<file path="config.mk">
export PLATFORM = sky130hd
export DESIGN_NAME = fault_report_control
export DESIGN_NICKNAME = d
export VERILOG_FILES = /design/src/fault_report_pkg.sv /design/src/fault_report_control.sv /design/src/event_hold.sv /design/src/pin_sync.sv
export VERILOG_INCLUDE_DIRS = /design/src
export SDC_FILE = /design/constraint.sdc
export NUM_CORES = 1
export LEC_CHECK = 0
export BUFFER_PORTS_ARGS = -buffer_cell sky130_fd_sc_hd__buf_4
export CORE_MARGIN = 2
export CORE_UTILIZATION = 48
export DETAILED_ROUTE_END_ITERATION = 10
export MAX_ROUTING_LAYER = met4
export PLACE_DENSITY = 0.71
export SLEW_MARGIN = 10
export SYNTH_ARGS = -nofsm -noshare
export SYNTH_HDL_FRONTEND = slang
export SYNTH_SLANG_ARGS = --single-unit
</file>
<file path="constraint.sdc">
create_clock -name CLK -period 1.4 [get_ports CLK]
set_clock_uncertainty 0.05 [all_clocks]
set_input_delay 0.28 -clock CLK [delete_from_list [all_inputs] [get_ports CLK]]
set_output_delay 0.28 -clock CLK [all_outputs]
set_load 0.05 [all_outputs]
</file>
<file path="src/fault_report_defs.svh">
/*
  Register offsets, field positions and reset values for the fault reporting
  control bank. Assumes inclusion by bare name from the package and modules.
*/
`ifndef FAULT_REPORT_DEFS_SVH
`define FAULT_REPORT_DEFS_SVH

`define OFS_FAULT_REPORT_MASK   8'h74
`define OFS_REPORT_LATCH_MASK   8'h75
`define OFS_MISC_PROTECTION     8'h76
`define OFS_CYCLE_LIMIT_CONTROL 8'h77
`define OFS_FAULT_CLEAR_STROBE  8'h78

`define RST_FAULT_REPORT_MASK   8'h00
`define RST_REPORT_LATCH_MASK   8'hF8
`define RST_MISC_PROTECTION     8'h00
`define RST_CYCLE_LIMIT_CONTROL 8'h00

`define WMASK_FAULT_REPORT_MASK 8'hF7
`define WMASK_CYCLE_LIMIT       8'hFF

`define BIT_HIDE_OVERTEMP_SHUTDOWN    7
`define BIT_HIDE_CORE_SUPPLY_LOW      6
`define BIT_HIDE_CORE_SUPPLY_HIGH     5
`define BIT_HIDE_CLOCK_ERROR          4
`define BIT_HIDE_POWER_SUPPLY_LIMITS  2
`define BIT_HIDE_DC_OFFSET_ERROR      1
`define BIT_HIDE_OVERCURRENT_ERROR    0

`define BIT_HOLD_CYCLE_LIMIT_ERROR    7
`define BIT_HOLD_CYCLE_LIMIT_WARNING  6
`define BIT_HOLD_CLOCK_ERROR          5
`define BIT_HOLD_OVERTEMP_SHUTDOWN    4
`define BIT_HOLD_OVERTEMP_WARNING     3
`define BIT_HIDE_OVERTEMP_WARNING     2
`define BIT_HIDE_CYCLE_LIMIT_WARNING  1
`define BIT_HIDE_CYCLE_LIMIT_ERROR    0

`define BIT_HOLD_CLOCK_DETECT_STATE   7
`define BIT_OVERTEMP_SELF_RECOVER     4

`define BIT_CYCLE_LIMIT_ON            2
`define BIT_CYCLE_LIMIT_WARNING_ON    1
`define BIT_CYCLE_LIMIT_ERROR_ON      0

`define BIT_ANALOG_FAULT_CLEAR        7

`define NUM_EVENTS 11

`endif

</file>
<file path="src/fault_report_pkg.sv">
/*
  Types shared by the fault reporting control bank.
  Assumes fault_report_defs.svh is on the include path.
*/
`default_nettype none
`include "fault_report_defs.svh"

package fault_report_pkg;

  // Event vector order; bit index is the event number
  typedef struct packed {
    logic cycle_limit_error;
    logic cycle_limit_warning;
    logic overtemp_warning;
    logic overcurrent_error;
    logic dc_offset_error;
    logic power_supply_high;
    logic power_supply_low;
    logic clock_error;
    logic core_supply_high;
    logic core_supply_low;
    logic overtemp_shutdown;
  } events_t;

  typedef struct packed {
    logic       wr;
    logic       rd;
    logic [7:0] addr;
    logic [7:0] wdata;
  } reg_req_t;

endpackage : fault_report_pkg

`default_nettype wire

</file>
<file path="src/fault_report_control.sv">
/*
  Fault reporting control bank: mask, hold and recovery controls for the
  protection events, held event flags, fault report output and output
  disable. Registers are reached through a byte-wide request port from the
  device's serial control interface, which runs on CLK. Event inputs come
  from analog detectors and are synchronised here.
*/
`timescale 1ns/1ps
`default_nettype none
`include "fault_report_defs.svh"

// Functional notes
// - Mask bit 7 hides overtemp shutdown report
// - Bits 6,5 hide core supply low/high
// - Bit 4 hides clock fault report
// - Bit 2 hides both power supply faults
// - Bit 1 hides DC, bit 0 overcurrent
// - Hold enable bit 7 latches cycle-limit fault
// - Hold enable bit 6 latches cycle-limit warning
// - Hold enable bit 5 latches clock fault
// - Hold enable bit 4 latches overtemp shutdown
// - Hold enable bit 3 latches overtemp warning
// - Bit 2 hides overtemp warning report
// - Bit 1 hides cycle-limit warning report
// - Bit 0 hides cycle-limit fault report
// - Misc bit 7 holds clock detect state
// - Misc bit 4 enables overtemp self recovery
// - Writing one to clear bit clears faults
// - Clock/supply/overtemp faults hold outputs off
module fault_report_control
  import fault_report_pkg::*;
#(
  parameter int NUM_EVENTS = `NUM_EVENTS
) (
  input  wire logic       CLK,
  input  wire logic       RESET_N,
  input  wire logic       REG_WR,
  input  wire logic       REG_RD,
  input  wire logic [7:0] REG_ADDR,
  input  wire logic [7:0] REG_WDATA,
  output var  logic [7:0] REG_RDATA,
  output var  logic       REG_ACK,
  input  wire logic [NUM_EVENTS-1:0] EVENT_IN,
  input  wire logic       CLOCK_DETECT_IN,
  output var  logic [NUM_EVENTS-1:0] EVENT_STATE,
  output var  logic       CLOCK_DETECT_STATE,
  output var  logic       FAULT_REPORT,
  output var  logic       OUTPUT_HIZ,
  output var  logic       CYCLE_LIMIT_ON,
  output var  logic       CYCLE_LIMIT_WARNING_ON,
  output var  logic       CYCLE_LIMIT_ERROR_ON,
  output var  logic       OVERTEMP_SELF_RECOVER,
  output var  logic       ANALOG_FAULT_CLEAR
);

  reg_req_t   req;
  logic [7:0] fault_report_mask;
  logic [7:0] report_latch_and_warning_mask;
  logic [7:0] misc_protection_control;
  logic [7:0] cycle_limit_control;
  logic [7:0] next_rdata;
  logic [NUM_EVENTS-1:0] live;
  logic [NUM_EVENTS-1:0] hold_en;
  logic [NUM_EVENTS-1:0] hide;
  logic [NUM_EVENTS-1:0] state;
  logic       clk_det_sync;
  logic       clk_det_held;
  logic       hold_clk_det;
  logic       next_clock_detect;
  logic       next_fault_report;
  logic       next_output_hiz;
  logic       clear_pulse;
  logic       wr_fault_report_mask;
  logic       wr_report_latch;
  logic       wr_misc_protection;
  logic       wr_cycle_limit;
  logic       wr_fault_clear;
  events_t    ev;

  // The mask and hold maps and the status struct are fixed at eleven events
  if (NUM_EVENTS != 11) begin : g_bad_events
    $error("fault_report_control NUM_EVENTS must be 11");
  end

  assign req = '{wr: REG_WR, rd: REG_RD, addr: REG_ADDR, wdata: REG_WDATA};

  // One write strobe per register; unmapped addresses select nothing
  always_comb begin
    wr_fault_report_mask = 1'b0;
    wr_report_latch      = 1'b0;
    wr_misc_protection   = 1'b0;
    wr_cycle_limit       = 1'b0;
    wr_fault_clear       = 1'b0;
    if (req.wr) begin
      if (req.addr == `OFS_FAULT_REPORT_MASK) begin
        wr_fault_report_mask = 1'b1;
      end else if (req.addr == `OFS_REPORT_LATCH_MASK) begin
        wr_report_latch = 1'b1;
      end else if (req.addr == `OFS_MISC_PROTECTION) begin
        wr_misc_protection = 1'b1;
      end else if (req.addr == `OFS_CYCLE_LIMIT_CONTROL) begin
        wr_cycle_limit = 1'b1;
      end else if (req.addr == `OFS_FAULT_CLEAR_STROBE) begin
        wr_fault_clear = 1'b1;
      end
    end
  end

  always_ff @(posedge CLK or negedge RESET_N) begin
    if (!RESET_N) begin
      fault_report_mask <= `RST_FAULT_REPORT_MASK;
    end else if (wr_fault_report_mask) begin
      fault_report_mask <= req.wdata & `WMASK_FAULT_REPORT_MASK;
    end
  end

  always_ff @(posedge CLK or negedge RESET_N) begin
    if (!RESET_N) begin
      report_latch_and_warning_mask <= `RST_REPORT_LATCH_MASK;
    end else if (wr_report_latch) begin
      report_latch_and_warning_mask <= req.wdata;
    end
  end

  always_ff @(posedge CLK or negedge RESET_N) begin
    if (!RESET_N) begin
      misc_protection_control <= `RST_MISC_PROTECTION;
    end else if (wr_misc_protection) begin
      misc_protection_control <= req.wdata;
    end
  end

  always_ff @(posedge CLK or negedge RESET_N) begin
    if (!RESET_N) begin
      cycle_limit_control <= `RST_CYCLE_LIMIT_CONTROL;
    end else if (wr_cycle_limit) begin
      cycle_limit_control <= req.wdata & `WMASK_CYCLE_LIMIT;
    end
  end

  // Strobe stands for one cycle after each write of one; never stored
  always_ff @(posedge CLK or negedge RESET_N) begin
    if (!RESET_N) begin
      clear_pulse <= 1'b0;
    end else begin
      clear_pulse <= wr_fault_clear && req.wdata[`BIT_ANALOG_FAULT_CLEAR];
    end
  end

  always_comb begin
    if (req.addr == `OFS_FAULT_REPORT_MASK) begin
      next_rdata = fault_report_mask;
    end else if (req.addr == `OFS_REPORT_LATCH_MASK) begin
      next_rdata = report_latch_and_warning_mask;
    end else if (req.addr == `OFS_MISC_PROTECTION) begin
      next_rdata = misc_protection_control;
    end else if (req.addr == `OFS_CYCLE_LIMIT_CONTROL) begin
      next_rdata = cycle_limit_control;
    end else begin
      next_rdata = 8'h00;
    end
  end

  // Every request is acknowledged for one cycle after it is taken
  always_ff @(posedge CLK or negedge RESET_N) begin
    if (!RESET_N) begin
      REG_ACK <= 1'b0;
    end else begin
      REG_ACK <= req.wr | req.rd;
    end
  end

  // Read data stands until the next read
  always_ff @(posedge CLK or negedge RESET_N) begin
    if (!RESET_N) begin
      REG_RDATA <= 8'h00;
    end else if (req.rd) begin
      REG_RDATA <= next_rdata;
    end
  end

  // Events and clock detect share one synchroniser
  pin_sync #(.WIDTH(NUM_EVENTS + 1)) u_sync (
    .clk      (CLK),
    .reset_n  (RESET_N),
    .async_in ({CLOCK_DETECT_IN, EVENT_IN}),
    .sync_out ({clk_det_sync, live})
  );

  // Hold enables per event; supply and DC/overcurrent faults always hold
  always_comb begin
    hold_en     = '1;
    hold_en[0]  = report_latch_and_warning_mask[`BIT_HOLD_OVERTEMP_SHUTDOWN];
    hold_en[3]  = report_latch_and_warning_mask[`BIT_HOLD_CLOCK_ERROR];
    hold_en[8]  = report_latch_and_warning_mask[`BIT_HOLD_OVERTEMP_WARNING];
    hold_en[9]  = report_latch_and_warning_mask[`BIT_HOLD_CYCLE_LIMIT_WARNING];
    hold_en[10] = report_latch_and_warning_mask[`BIT_HOLD_CYCLE_LIMIT_ERROR];
  end

  // Bit 2 of the first mask covers both power stage limits
  always_comb begin
    hide     = '0;
    hide[0]  = fault_report_mask[`BIT_HIDE_OVERTEMP_SHUTDOWN];
    hide[1]  = fault_report_mask[`BIT_HIDE_CORE_SUPPLY_LOW];
    hide[2]  = fault_report_mask[`BIT_HIDE_CORE_SUPPLY_HIGH];
    hide[3]  = fault_report_mask[`BIT_HIDE_CLOCK_ERROR];
    hide[4]  = fault_report_mask[`BIT_HIDE_POWER_SUPPLY_LIMITS];
    hide[5]  = fault_report_mask[`BIT_HIDE_POWER_SUPPLY_LIMITS];
    hide[6]  = fault_report_mask[`BIT_HIDE_DC_OFFSET_ERROR];
    hide[7]  = fault_report_mask[`BIT_HIDE_OVERCURRENT_ERROR];
    hide[8]  = report_latch_and_warning_mask[`BIT_HIDE_OVERTEMP_WARNING];
    hide[9]  = report_latch_and_warning_mask[`BIT_HIDE_CYCLE_LIMIT_WARNING];
    hide[10] = report_latch_and_warning_mask[`BIT_HIDE_CYCLE_LIMIT_ERROR];
  end

  // One held flag per event, all released by the same clear strobe
  genvar gi;
  generate
    for (gi = 0; gi < NUM_EVENTS; gi++) begin : g_hold
      event_hold u_hold (
        .clk     (CLK),
        .reset_n (RESET_N),
        .live    (live[gi]),
        .hold_en (hold_en[gi]),
        .clear   (clear_pulse),
        .state   (state[gi])
      );
    end
  endgenerate

  // Named view of the flags for the output-off decision
  assign ev = events_t'(state);

  // Clock detect status follows live detection unless holding is selected
  assign hold_clk_det = misc_protection_control[`BIT_HOLD_CLOCK_DETECT_STATE];

  // Nothing is kept while holding is off, so enabling it shows no stale detect
  always_ff @(posedge CLK or negedge RESET_N) begin
    if (!RESET_N) begin
      clk_det_held <= 1'b0;
    end else if (clk_det_sync && hold_clk_det) begin
      clk_det_held <= 1'b1;
    end else if (clear_pulse || !hold_clk_det) begin
      clk_det_held <= 1'b0;
    end
  end

  always_comb begin
    next_clock_detect = clk_det_sync | (hold_clk_det & clk_det_held);
  end

  always_ff @(posedge CLK or negedge RESET_N) begin
    if (!RESET_N) begin
      CLOCK_DETECT_STATE <= 1'b0;
    end else begin
      CLOCK_DETECT_STATE <= next_clock_detect;
    end
  end

  // Only the report output is gated by the masks
  always_comb begin
    next_fault_report = |(state & ~hide);
    next_output_hiz   = ev.clock_error | ev.core_supply_low | ev.core_supply_high
                        | ev.power_supply_low | ev.power_supply_high
                        | ev.overtemp_shutdown;
  end

  // Status keeps masked events
  always_ff @(posedge CLK or negedge RESET_N) begin
    if (!RESET_N) begin
      EVENT_STATE <= '0;
    end else begin
      EVENT_STATE <= state;
    end
  end

  // Any unmasked flag raises the report
  always_ff @(posedge CLK or negedge RESET_N) begin
    if (!RESET_N) begin
      FAULT_REPORT <= 1'b0;
    end else begin
      FAULT_REPORT <= next_fault_report;
    end
  end

  // Outputs stay off while a clock, supply or shutdown flag stands
  always_ff @(posedge CLK or negedge RESET_N) begin
    if (!RESET_N) begin
      OUTPUT_HIZ <= 1'b0;
    end else begin
      OUTPUT_HIZ <= next_output_hiz;
    end
  end

  // Cycle-limit function enable follows its register one edge later
  always_ff @(posedge CLK or negedge RESET_N) begin
    if (!RESET_N) begin
      CYCLE_LIMIT_ON <= 1'b0;
    end else begin
      CYCLE_LIMIT_ON <= cycle_limit_control[`BIT_CYCLE_LIMIT_ON];
    end
  end

  // Warning enable of the cycle-limit function
  always_ff @(posedge CLK or negedge RESET_N) begin
    if (!RESET_N) begin
      CYCLE_LIMIT_WARNING_ON <= 1'b0;
    end else begin
      CYCLE_LIMIT_WARNING_ON <= cycle_limit_control[`BIT_CYCLE_LIMIT_WARNING_ON];
    end
  end

  // Fault enable of the cycle-limit function
  always_ff @(posedge CLK or negedge RESET_N) begin
    if (!RESET_N) begin
      CYCLE_LIMIT_ERROR_ON <= 1'b0;
    end else begin
      CYCLE_LIMIT_ERROR_ON <= cycle_limit_control[`BIT_CYCLE_LIMIT_ERROR_ON];
    end
  end

  // Self recovery after shutdown stays off until written
  always_ff @(posedge CLK or negedge RESET_N) begin
    if (!RESET_N) begin
      OVERTEMP_SELF_RECOVER <= 1'b0;
    end else begin
      OVERTEMP_SELF_RECOVER <= misc_protection_control[`BIT_OVERTEMP_SELF_RECOVER];
    end
  end

  // Clear strobe to the analog faults stands for one cycle
  always_ff @(posedge CLK or negedge RESET_N) begin
    if (!RESET_N) begin
      ANALOG_FAULT_CLEAR <= 1'b0;
    end else begin
      ANALOG_FAULT_CLEAR <= clear_pulse;
    end
  end

endmodule : fault_report_control

`default_nettype wire

</file>
<file path="src/event_hold.sv">
/*
  One held fault flag: follows its live event, or holds it until cleared.
  Assumes event and clear are synchronous to CLK.
*/
`timescale 1ns/1ps
`default_nettype none

module event_hold (
  input  wire logic clk,
  input  wire logic reset_n,
  input  wire logic live,
  input  wire logic hold_en,
  input  wire logic clear,
  output var  logic state
);

  logic held;

  // Set wins over a coincident clear; nothing is kept while holding is off
  always_ff @(posedge clk or negedge reset_n) begin
    if (!reset_n) begin
      held <= 1'b0;
    end else if (live && hold_en) begin
      held <= 1'b1;
    end else if (clear || !hold_en) begin
      held <= 1'b0;
    end
  end

  assign state = hold_en ? (held | live) : live;

endmodule : event_hold

`default_nettype wire

</file>
<file path="src/pin_sync.sv">
/*
  Three-stage synchroniser for asynchronous event inputs; a change is taken
  once stages two and three agree. Assumes a free running CLK.
*/
`timescale 1ns/1ps
`default_nettype none

module pin_sync #(
  parameter int WIDTH = 1
) (
  input  wire logic             clk,
  input  wire logic             reset_n,
  input  wire logic [WIDTH-1:0] async_in,
  output var  logic [WIDTH-1:0] sync_out
);

  logic [WIDTH-1:0] s1;
  logic [WIDTH-1:0] s2;
  logic [WIDTH-1:0] s3;

  if (WIDTH < 1) begin : g_bad_width
    $error("pin_sync WIDTH must be positive");
  end

  always_ff @(posedge clk or negedge reset_n) begin
    if (!reset_n) begin
      s1 <= '0;
      s2 <= '0;
      s3 <= '0;
    end else begin
      s1 <= async_in;
      s2 <= s1;
      s3 <= s2;
    end
  end

  always_ff @(posedge clk or negedge reset_n) begin
    if (!reset_n) begin
      sync_out <= '0;
    end else begin
      sync_out <= (s2 & s3) | (sync_out & (s2 | s3));
    end
  end

endmodule : pin_sync

`default_nettype wire

</file>
==> out/results.ini <==
[setup_path]
endpoint_kind = output port
slowest_stage = dfrtp_1
critPathMaxStageDelay_ps = 400
crit_buf_inv = 1
cp_data_arrival_time_ps = 1080
cp_max_fo = 2
critPathKind = flip-flop to output port
critical_path.cell_chain = buf_6
required_ps = 1070
path_delay_family = flip-flops
startpoint_type = flip-flop

[die]
die-width_um = 97.88
ioPinCount = 60
die_area_mm2 = 0.009580
die_y_um = 97.88
core_area_mm2 = 0.008636
row_count = 34
start_util = 0.4899

[sta]
worstMarginPinSlew_ps = 401.5
slew_headroom = 0.7323
finalSetupTns_ps = -11.98
hold_viol_final = 0
finalCriticalPeriod_ps = 1407
max_freq_mhz = 710.9
fin_crit_sh = 1.005
slew_violations = 0
hold_slack_ps = 19.41
setup_viol = 2
setup_slack_ps = -6.761
grt_setup_unrepaired = yes

[cts]
cts_buffer_depth = 2
clkLatencyLatePin_ps = 510
clk_pin_slew_ps = 60
cts_tree = built
cts_root_buf = clkbuf_8
h-tree-depth = 4
clkSinkCount = 120
cts_buffers = 17

[final_layout]
area_growth_pct = 40.88
layout_common_cells = dfrtp_1, buf_4, buf_6
seqCellArea_mm2 = 0.003009
final_util = 0.6901
fin_area_mm2 = 0.005959
diodes = 0
final_common_cell = dfrtp_1
finalNetCount = 404
num-fill-cells = 569
layout-drive-gt1-share = 0.4364
multiInputGateArea_mm2 = 0.001161

[synth]
post-synth-top-area-cell = dfrtp_1
synthTopCellsByArea = dfrtp_1, mux2_4, mux2_2
async_reset_ff_frac = 1.000
synth_warnings = 0
syn-num-nets = 283
synth_area_per_cell_um2 = 16.85
synth.distinct_cells = 31
synth-main-ff-cell = dfrtp_1
syn_area_mm2 = 0.004230
synth_seq_area_share = 0.7113
synthCells = 251
synth_edf_count = 0
synth_top_area_frac = 0.6803
ys_seq_elements = 120

[power_and_ir_drop]
peakVddDrop_mv = 0.7507
switchingPower_mw = 1.871
switching_share = 0.2182
seqPwrFrac = 0.437
clkPwrFrac = 0.493
power_density_mw_per_mm2 = 1439
p_int_mw = 6.706
comb_power_share = 0.070
p_leak_nw = 2.736

[drt]
vias = 2538
routed_wl_um = 8561
route.detailed.drc = 0
dr.pass1.iters = 4
ant_nets = 0
routed_via_density = 5.148
drt_iter0_markers = 191
post_drt_wl_per_cell_um = 17.37

[hold_path]
hold_path_class = primary input to flip-flop

[placed_design]
portBuffers = 59
gp_congestion = 0.8482
dpl.hpwl_um = 5212
dpl_cell_area_mm2 = 0.004961

[grt]
first_global_vias = 2731
grt.total_usage = 0.1996
grt_pass1_wl_um = 13970
grt_max_degree = 38
grt_overflow = 0
antenna_found_initial = 0

[status]
violations = negative setup slack
run_status = complete, but fails checks

[flow_run]
max-cap-violations = 0

-- sequential cells by signal (all words and copies together), names as in the netlist, 7 cells and up --
signal / count
u_sync.s1: 12
u_sync.sync_out: 12
EVENT_STATE: 11
u_sync.s3: 12
misc_protection_control: 8
u_sync.s2: 12
g_hold.u_hold.held: 11
report_latch_and_warning_mask: 8
cycle_limit_control: 8
fault_report_mask: 7
REG_RDATA: 8
-- final timing paths --
kind / startpoint / end / slack [ps] / depth (start not counted)
setup reg to reg: u_sync.sync_out[5]$_DFF_PN0_ / OUTPUT_HIZ$_DFF_PN0_ / 20 / 3
max in group asynchronous: RESET_N / report_latch_and_warning_mask[6]$_DFFE_PN1P_ / 550 / 3
min in group asynchronous: RESET_N / u_sync.s2[11]$_DFF_PN0_ / 190 / 2
setup / recovery: REG_RDATA[5]$_DFFE_PN0P_ / REG_RDATA[5] / -7 / 1
hold / removal: REG_ADDR[3] / clear_pulse$_DFF_PN0_ / 20 / 2
hold reg to reg: u_sync.s1[9]$_DFF_PN0_ / u_sync.s2[9]$_DFF_PN0_ / 300 / 0
-- per-stage QoR --
stage / std cells / power [mW] / setup WS [ps]
3_3_place_gp: 431 / 4.304 / -285.2
6_report: 493 / 8.577 / -6.761
3_5_place_dp: 431 / 4.322 / -305.9
4_1_cts: 491 / 8.634 / -35.75
5_1_grt: 493 / 8.884 / -76.76
2_1_floorplan: 251 / 4.020 / -185.1
-- logic make-up after synthesis --
| logic type | share of synthesized area |
|---|---|
| flip-flops | 0.7113 |
| AND/OR/NAND/NOR | 0.05383 |
| adder cells (fa/ha/maj) | 0.02840 |
| multiplexers | 0.1366 |
| AO/OA/AOI/OAI | 0.05058 |
| buffers and inverters | 0.01922 |
-- per-layer routing --
metal | GRT usage | up-vias | share of wire
met3 | 0.05727 | 10 | 0.050
met5 | - | - | 0
met1 | 0.2478 | 1329 | 0.42
met4 | 0.07479 | 0 | 0.013
li1 | - | 1120 | -
met2 | 0.3145 | 79 | 0.52
-- area by class of cell --
| class | instances | area share |
|---|---|---|
| sequential | 120 | 0.5049 |
| multi-input combinational | 114 | 0.1948 |
| timing repair buffer | 108 | 0.1722 |
| clock buffer | 25 | 0.08293 |
| tap | 108 | 0.02267 |
| clock inverter | 7 | 0.01554 |
| inverter | 11 | 0.006928 |
-- cells in the mapped netlist, drive strengths merged (2+ instances only) --
library cell / count
nand2: 4
and4b: 2
nand3: 2
mux4: 7
a22o: 8
dfstp: 5
nor2: 6
o22ai: 5
buf: 5
inv: 11
a21o: 7
dfrtp: 115
a21oi: 11
or2: 3
nor2b: 6
maj3: 12
mux2: 32
-- power groups by stage --
| stage | sequential, mW | clock, mW | combinational, mW |
|---|---|---|---|
| 3_5_place_dp | 3.79 | 0 | 0.535 |
| 5_1_grt | 3.76 | 4.47 | 0.652 |
| 2_1_floorplan | 3.85 | 0 | 0.168 |
| 6_report | 3.75 | 4.23 | 0.601 |
| 4_1_cts | 3.74 | 4.29 | 0.604 |
| 3_3_place_gp | 3.78 | 0 | 0.523 |
-- timing repair --
action                                  in CTS  in global routing
hold buffers                                24                  0
setup buffers                                4                  2
gates resized for setup                     21                 11
endpoints found under the setup margin      21                 25
endpoints found under the hold margin       96                  0
(Power assumes the default switching activity.)
